## config.mk

```make
export PLATFORM = sky130hd
export DESIGN_NAME = hamming_encoder_flat
export DESIGN_NICKNAME = d
export VERILOG_FILES = /design/src/rtl/hamming_pkg.sv /design/src/rtl/hamming_link_if.sv /design/src/rtl/hamming_encoder.sv /design/src/flat_wrapper.sv
export VERILOG_INCLUDE_DIRS = /design/src /design/src/rtl
export SDC_FILE = /design/constraint.sdc
export NUM_CORES = 1
export LEC_CHECK = 0
export ABC_CLOCK_PERIOD_IN_PS = 1600
export BUFFER_PORTS_ARGS = -buffer_cell sky130_fd_sc_hd__buf_2
export CELL_PAD_IN_SITES_DETAIL_PLACEMENT = 1
export CELL_PAD_IN_SITES_GLOBAL_PLACEMENT = 2
export CORE_MARGIN = 2
export CORE_UTILIZATION = 28
export CTS_CLUSTER_SIZE = 28
export DETAILED_ROUTE_END_ITERATION = 7
export GPL_ROUTABILITY_DRIVEN = 0
export PLACE_DENSITY = 0.72
export SYNTH_ARGS = -nofsm -noshare
export SYNTH_HDL_FRONTEND = slang
export SYNTH_SLANG_ARGS = --single-unit
```

## constraint.sdc

```tcl
create_clock -name clk_sys -period 1.6 [get_ports clk_sys]
set_input_delay 0 -clock clk_sys [delete_from_list [all_inputs] [get_ports clk_sys]]
set_output_delay 0 -clock clk_sys [all_outputs]
set_load 0.02 [all_outputs]
```

## src/rtl/hamming_regs.svh

```systemverilog
`ifndef HAMMING_REGS_SVH
`define HAMMING_REGS_SVH

// Codeword and information word lengths in bits.
`define CODE_LEN     7
`define INFO_LEN     4
// Index of the last shift in a codeword, counted from zero.
`define LAST_SHIFT   3'h6
// Full count of a received codeword.
`define FULL_COUNT   3'h7
// Depth of the received word buffer.
`define FIFO_DEPTH   32
// Buffer word: error flag, corrected codeword, information word.
`define FIFO_WIDTH   12
// Field positions within a buffer word.
`define FIELD_ERROR   11
`define FIELD_CODE_HI 10
`define FIELD_CODE_LO 4
`define FIELD_WORD_HI 3
// Syndrome values {third, second, first} and the codeword bit each one points at.
`define SYN_BIT_ONE   3'h2
`define SYN_BIT_TWO   3'h1
`define SYN_BIT_THREE 3'h4
`define SYN_BIT_FOUR  3'h6
`define SYN_BIT_FIVE  3'h7
`define SYN_BIT_SIX   3'h3
`define SYN_BIT_SEVEN 3'h5

`endif

```

## src/rtl/hamming_pkg.sv

```systemverilog
package hamming_pkg;
	`include "hamming_regs.svh"

	typedef logic [`CODE_LEN-1:0] code_t;
	typedef logic [`INFO_LEN-1:0] info_t;
	typedef logic [2:0]           count_t;
	typedef logic [2:0]           syndrome_t;

	typedef enum logic {
		enc_idle,
		enc_shift
	} enc_state_e;
endpackage

```

## src/rtl/hamming_link_if.sv

```systemverilog
`timescale 1ns/100ps
interface hamming_link_if;
	logic code_valid;
	logic code_bit;
	logic code_first;
	logic code_ready;

	modport enc (
		output code_valid,
		output code_bit,
		output code_first,
		input  code_ready
	);

	modport chk (
		input  code_valid,
		input  code_bit,
		input  code_first,
		output code_ready
	);
endinterface

```

## src/rtl/hamming_encoder.sv

```systemverilog
`timescale 1ns/100ps
`include "hamming_regs.svh"
module hamming_encoder (
	// Clock and reset.
	input  wire logic              clk_sys,
	input  wire logic              rst_n,
	// Parallel information word from the source.
	input  wire logic              load_valid,
	input  wire hamming_pkg::info_t load_word,
	output logic                   load_ready,
	// Serial codeword link.
	hamming_link_if.enc            link
);
	import hamming_pkg::*;

	enc_state_e state;
	enc_state_e next_state;
	count_t     shift_count;
	count_t     next_shift_count;
	logic       info_stage_first;
	logic       info_stage_second;
	logic       info_stage_third;
	logic       info_stage_last;
	logic       next_info_stage_first;
	logic       next_info_stage_second;
	logic       next_info_stage_third;
	logic       next_info_stage_last;
	logic       feedback_bit;

	// The feedback makes shifts five to seven emit the three check bits.
	assign feedback_bit = info_stage_first ^ info_stage_second ^ info_stage_last;

	assign load_ready      = (state == enc_idle);
	assign link.code_valid = (state == enc_shift);
	assign link.code_bit   = info_stage_last;
	assign link.code_first = (state == enc_shift) && (shift_count == 3'h0);

	always_comb begin
		next_state             = state;
		next_shift_count       = shift_count;
		next_info_stage_first  = info_stage_first;
		next_info_stage_second = info_stage_second;
		next_info_stage_third  = info_stage_third;
		next_info_stage_last   = info_stage_last;
		case (state)
			enc_idle: begin
				if (load_valid) begin
					next_info_stage_first  = load_word[3];
					next_info_stage_second = load_word[2];
					next_info_stage_third  = load_word[1];
					next_info_stage_last   = load_word[0];
					next_shift_count       = 3'h0;
					next_state             = enc_shift;
				end
			end
			enc_shift: begin
				if (link.code_ready) begin
					next_info_stage_first  = feedback_bit;
					next_info_stage_second = info_stage_first;
					next_info_stage_third  = info_stage_second;
					next_info_stage_last   = info_stage_third;
					next_shift_count       = shift_count + 3'h1;
					if (shift_count == `LAST_SHIFT) begin
						next_state = enc_idle;
					end
				end
			end
			default: begin
				next_state = enc_idle;
			end
		endcase
	end

	always_ff @(posedge clk_sys) begin
		if (!rst_n) begin
			state             <= enc_idle;
			shift_count       <= 3'h0;
			info_stage_first  <= 1'b0;
			info_stage_second <= 1'b0;
			info_stage_third  <= 1'b0;
			info_stage_last   <= 1'b0;
		end else begin
			state             <= next_state;
			shift_count       <= next_shift_count;
			info_stage_first  <= next_info_stage_first;
			info_stage_second <= next_info_stage_second;
			info_stage_third  <= next_info_stage_third;
			info_stage_last   <= next_info_stage_last;
		end
	end
endmodule

```

## src/flat_wrapper.sv

```systemverilog
// flat-port wrapper written by rule: the top's interface ports become plain ports
module hamming_encoder_flat import hamming_pkg::*;
  (clk_sys, rst_n, load_valid, load_word, load_ready, link_code_valid, link_code_bit, link_code_first, link_code_ready);
  hamming_link_if link_i ();
  input  wire logic clk_sys;
  input  wire logic rst_n;
  input  wire logic load_valid;
  input  wire hamming_pkg::info_t load_word;
  output logic load_ready;
  output wire logic [$bits(link_i.code_valid)-1:0] link_code_valid;
  output wire logic [$bits(link_i.code_bit)-1:0] link_code_bit;
  output wire logic [$bits(link_i.code_first)-1:0] link_code_first;
  input wire logic [$bits(link_i.code_ready)-1:0] link_code_ready;
  assign link_code_valid = link_i.code_valid;
  assign link_code_bit = link_i.code_bit;
  assign link_code_first = link_i.code_first;
  assign link_i.code_ready = link_code_ready;
  hamming_encoder u_core (.clk_sys(clk_sys), .rst_n(rst_n), .load_valid(load_valid), .load_word(load_word), .load_ready(load_ready), .link(link_i));
endmodule
```

== After elaboration in Yosys (flattened, before gate mapping) ==
Index checks and enable logic that the tools add are counted.

* Register bits: 8
* Input port bits: 8
* Output and inout port bits: 4
* Logic and storage cells: 35

* Add/sub/neg operators: 1
* Equality and inequality tests: 3
* Mux-type cells: 19
* Bitwise gates (word level): 3
* Reductions and logical operators: 3

{| class="wikitable"
|+ Operators by type and width
! operator !! count
|-
| 1-bit two-way mux || 11
|-
| 1-bit one-hot mux with 2 select lines || 5
|-
| 3-bit two-way mux || 2
|-
| 3-bit one-hot mux with 2 select lines || 1
|-
| 2-bit != test (second input constant) || 2
|-
| 3-bit by 1-bit adder with 3-bit output (second input constant) || 1
|-
| 3-bit equality test (second input constant) || 1
|-
| 3-bit logical NOT || 1
|-
| 2-bit AND reduction || 1
|-
| 1-bit bitwise XOR || 2
|-
| 1-bit logical AND || 1
|-
| 1-bit NOT || 1
|}

== Longest topological paths before layout ==
* Word-level depth: 4
* Gate-level depth with buffers: 5
* Gate-level depth less buffers: 5

== Worst setup path before layout ==
No wires, ideal clock.

* Kind: reg-to-reg
* Start: register u_core.state, in the netlist u_core.link.code_valid
* End: register u_core.info_stage_first
* Library setup time: 0.116 ns
* Arrival time: 1.282 ns
* Required time: 1.484 ns
* Path slack: 0.202 ns
* Stages on the path, launching flop included: 4
* Path buffers: 0
* Clock period less this slack: 1.398 ns
* Cells stage by stage: dfxtp_1 > mux2_4 > a221o_1 > o211a_1

* Longest elaborated chain between the ends: 3
* Elaborated cells on any way between the ends: 5
* Those cells by class: eq/ne: 2; mux: 1; bitwise: 1; reduce/logical: 1

{| class="wikitable"
|+ Ends and longest elaborated chain
! what !! RTL line !! RTL
|-
| from (decl) || hamming_encoder.sv:16 || <nowiki>enc_state_e state;</nowiki>
|-
| from (signal assigned) || hamming_encoder.sv:76 || <nowiki>state <= enc_idle;</nowiki>
|-
| from (signal assigned) || hamming_encoder.sv:83 || <nowiki>state <= next_state;</nowiki>
|-
| 1-bit NOT || hamming_encoder.sv:45 || <nowiki>case (state)</nowiki>
|-
| 2-bit != test (no line) || n/a ||
|-
| 2-bit AND reduction (no line) || n/a ||
|-
| to (signal assigned) || hamming_encoder.sv:85 || <nowiki>info_stage_first <= next_info_stage_first;</nowiki>
|-
| to (decl) || hamming_encoder.sv:20 || <nowiki>logic info_stage_first;</nowiki>
|}

Several ways; a longest one is shown, not always the timed one.
A chain may end at the register's enable or synchronous reset.

== Final worst setup path ==
Same ends and word-level chain as after synthesis.

==> impl_metrics.toml <==
[status]
status = "completed"

[placed_design]
hpwl_um = 750
placed_area_sq_um = 514
io_buffers = 11
place_inst = 74

[yosys]
syn-instance-count = 47
ys_seq_elements = 8
avgSynthCellArea_sq_um = 9.29
yosysSeqAreaShare_pct = 36.7
syn_nets = 58
yosys_warnings = 0
synth_cell_types = 20
synth.cell_area_sq_um = 437

[critical_path]
reg2reg_from = "u_core.link.code_valid$_SDFF_PN0_"
r2r_slack_ns = 0.37
start_kind = "flip-flop"
cp_data_arrival_time_ns = 1.37
rr_worst_depth = 3
worstSetupEndpointType = "flip-flop"
cp_data_required_time_ns = 1.75
crit_path_end = "u_core.info_stage_first$_SDFFE_PN0P_"
r2r-end = "u_core.info_stage_first$_SDFFE_PN0P_"
worstSetupPathType = "flip-flop to flip-flop"
worstPathMaxFanout = 9
startpoint = "u_core.link.code_valid$_SDFF_PN0_"

[sta]
tns_ns = 0
finalMaxSlewViolations = 0
rsz0062_at_grt = "false"
slew-limit-headroom_pct = 88.3
skew_ns = 0.00785
finalSetupViolCount = 0
tightest_slew_ns = 0.174
fmax_mhz = 816
finalCriticalPeriod_ns = 1.23
post-route-period-util_pct = 76.6
hold_violations = 0

[cells_and_area]
drive_gt1_share_pct = 26.2
final_nets = 74
mostFrequentLayoutCells = "buf_2 (11), dfxtp_1 (8), nand2_1 (6)"
final_common_cell = "buf_2"
diodes = 0
final_util_pct = 36.1
fill_cells = 188
areaGrowthSynthToFinish_pct = 22.9
design_area_sq_um = 537
stdcell_count = 77

[die]
die_x_um = 43.5
row_count = 14
die-area_sq_um = 1890
initial_core_util_pct = 29.3
coreArea_sq_um = 1490
top_level_ports = 12
fp.dieH_um = 43.5

[global_routing]
grt_pass1_vias = 388
grt_usage_pct = 11.8
overflow = 0
grt_start_max_net_pins = 15
grt_pass1_wl_um = 1640
antenna_found_initial = 0

[run]
max-cap-violations = 0

[drt]
first_iter_violations = 0
routedWlPerCell_um = 12.1
vias = 384
vias_per_cell = 4.99
ant_nets = 0
drt-pass1-iter-count = 1
drc = 0
wl_um = 929

[clocking]
clk_pin_slew_ns = 0.06
cts-root-buf = "clkbuf_4"
hold_buffers = 0
numCtsBuffers = 3
cts-resized-gates = 0
htree_levels = 1
clk_path_buf_depth = 2
clkLatencyLatePin_ns = 0.25
post_cts_buffers = 0
numClockSinks = 8
cts_tree = "done"

[power]
p_leak_nw = 0.280
ir_drop_mv = 0.337
power.total_mw = 0.469
powerDensity_nw_per_um2 = 874
clkPwrFrac_pct = 32.3
p_int_mw = 0.343
pwr-share-comb_pct = 19.9
switching_share_pct = 27.0
p_switching_mw = 0.127
p_seq_share_pct = 47.8

[worst_hold_path]
min_path_type = "input pin to flip-flop"
-- power by group through the flow --
stage | combinational (mW) | clock, mW | sequential [mW]
after floorplan | 0.0566 | 0 | 0.233
after global placement | 0.0947 | 0 | 0.228
after detailed placement | 0.0953 | 0 | 0.229
after CTS | 0.0956 | 0.161 | 0.224
after global routing | 0.106 | 0.173 | 0.226
final | 0.0934 | 0.152 | 0.224
-- layer usage --
| layer | global-route usage (%) | vias to the layer above | routed length [um] |
|---|---|---|---|
| li1 | - | 197 | - |
| met1 | 13.3 | 178 | 432 |
| met2 | 20.3 | 7 | 450 |
| met3 | 1.25 | 2 | 32 |
| met4 | 9.09 | 0 | 14 |
| met5 | 0 | - | 0 |
-- cells in the mapped netlist --
master	n	area [sq um]
nor2_1	1	3.75
buf_2	1	5.00
ha_1	3	37.5
nand3_1	1	5.00
a31oi_1	1	6.26
mux2i_1	4	40.0
dfxtp_1	8	160
xor2_1	1	8.76
inv_1	4	15.0
o21ai_0	3	15.0
a21boi_0	1	7.51
a21oi_1	2	10.0
mux2_4	1	15.0
a221o_1	1	10.0
and2_1	2	12.5
a41oi_1	1	8.76
nand2_1	6	22.5
nor3b_1	1	7.51
nor2b_1	1	6.26
o211a_1	4	40.0
-- worst min path at each step --
stage / startpoint / endpoint / slack, ns / depth (start not counted)
after floorplan: rst_n / u_core.shift_count[0]$_SDFFE_PN0P_ / 0.12 / 1
after global placement: rst_n / u_core.link.code_bit$_SDFFE_PN0P_ / 0.32 / 2
after detailed placement: rst_n / u_core.link.code_bit$_SDFFE_PN0P_ / 0.32 / 2
after CTS: rst_n / u_core.info_stage_first$_SDFFE_PN0P_ / 0.05 / 2
after global routing: rst_n / u_core.info_stage_second$_SDFFE_PN0P_ / 0.05 / 2
final: rst_n / u_core.info_stage_second$_SDFFE_PN0P_ / 0.05 / 2
-- critical path, stage by stage (launching register included) --
cell and delay [ns]:
dfxtp_1 0.35, mux2_4 0.35, a221o_1 0.30, o211a_1 0.12
-- registers in the layout, indices dropped and copies added (netlist names) --
register,count
u_core.shift_count,3
u_core.link.code_valid,1
u_core.link.code_bit,1
u_core.info_stage_second,1
u_core.info_stage_third,1
u_core.info_stage_first,1
-- metrics by stage --
step / hold WS (ns) / setup slack [ns]
global placement: 0.323 / 0.392
floorplan: 0.122 / 0.202
global route: 0.0545 / 0.319
finish: 0.0525 / 0.374
CTS: 0.0495 / 0.370
detailed placement: 0.318 / 0.377
-- cell families (layout without fill, tap and decap cells) --
| family | Yosys count | count (layout) | synth area share [%] |
|---|---|---|---|
| xor gates and xnor gates | 1 | 1 | 2.01 |
| adders and majority gates | 3 | 3 | 8.60 |
| muxes | 5 | 5 | 12.6 |
| AOI/OAI and AO/OA | 13 | 13 | 22.4 |
| buffers and inverters | 5 | 19 | 4.58 |
| and+or+nand+nor | 12 | 12 | 13.2 |
| DFF | 8 | 8 | 36.7 |
-- area by class of cell --
type | instances | area [sq um] | share of cell area [%]
multi-input combinational | 34 | 256 | 47.8
sequential | 8 | 160 | 29.8
timing repair buffer | 12 | 62.6 | 11.7
clock buffer | 3 | 22.5 | 4.20
tap | 16 | 20.0 | 3.73
inverter | 4 | 15.0 | 2.80
Power figures use the tool's default switching activity.
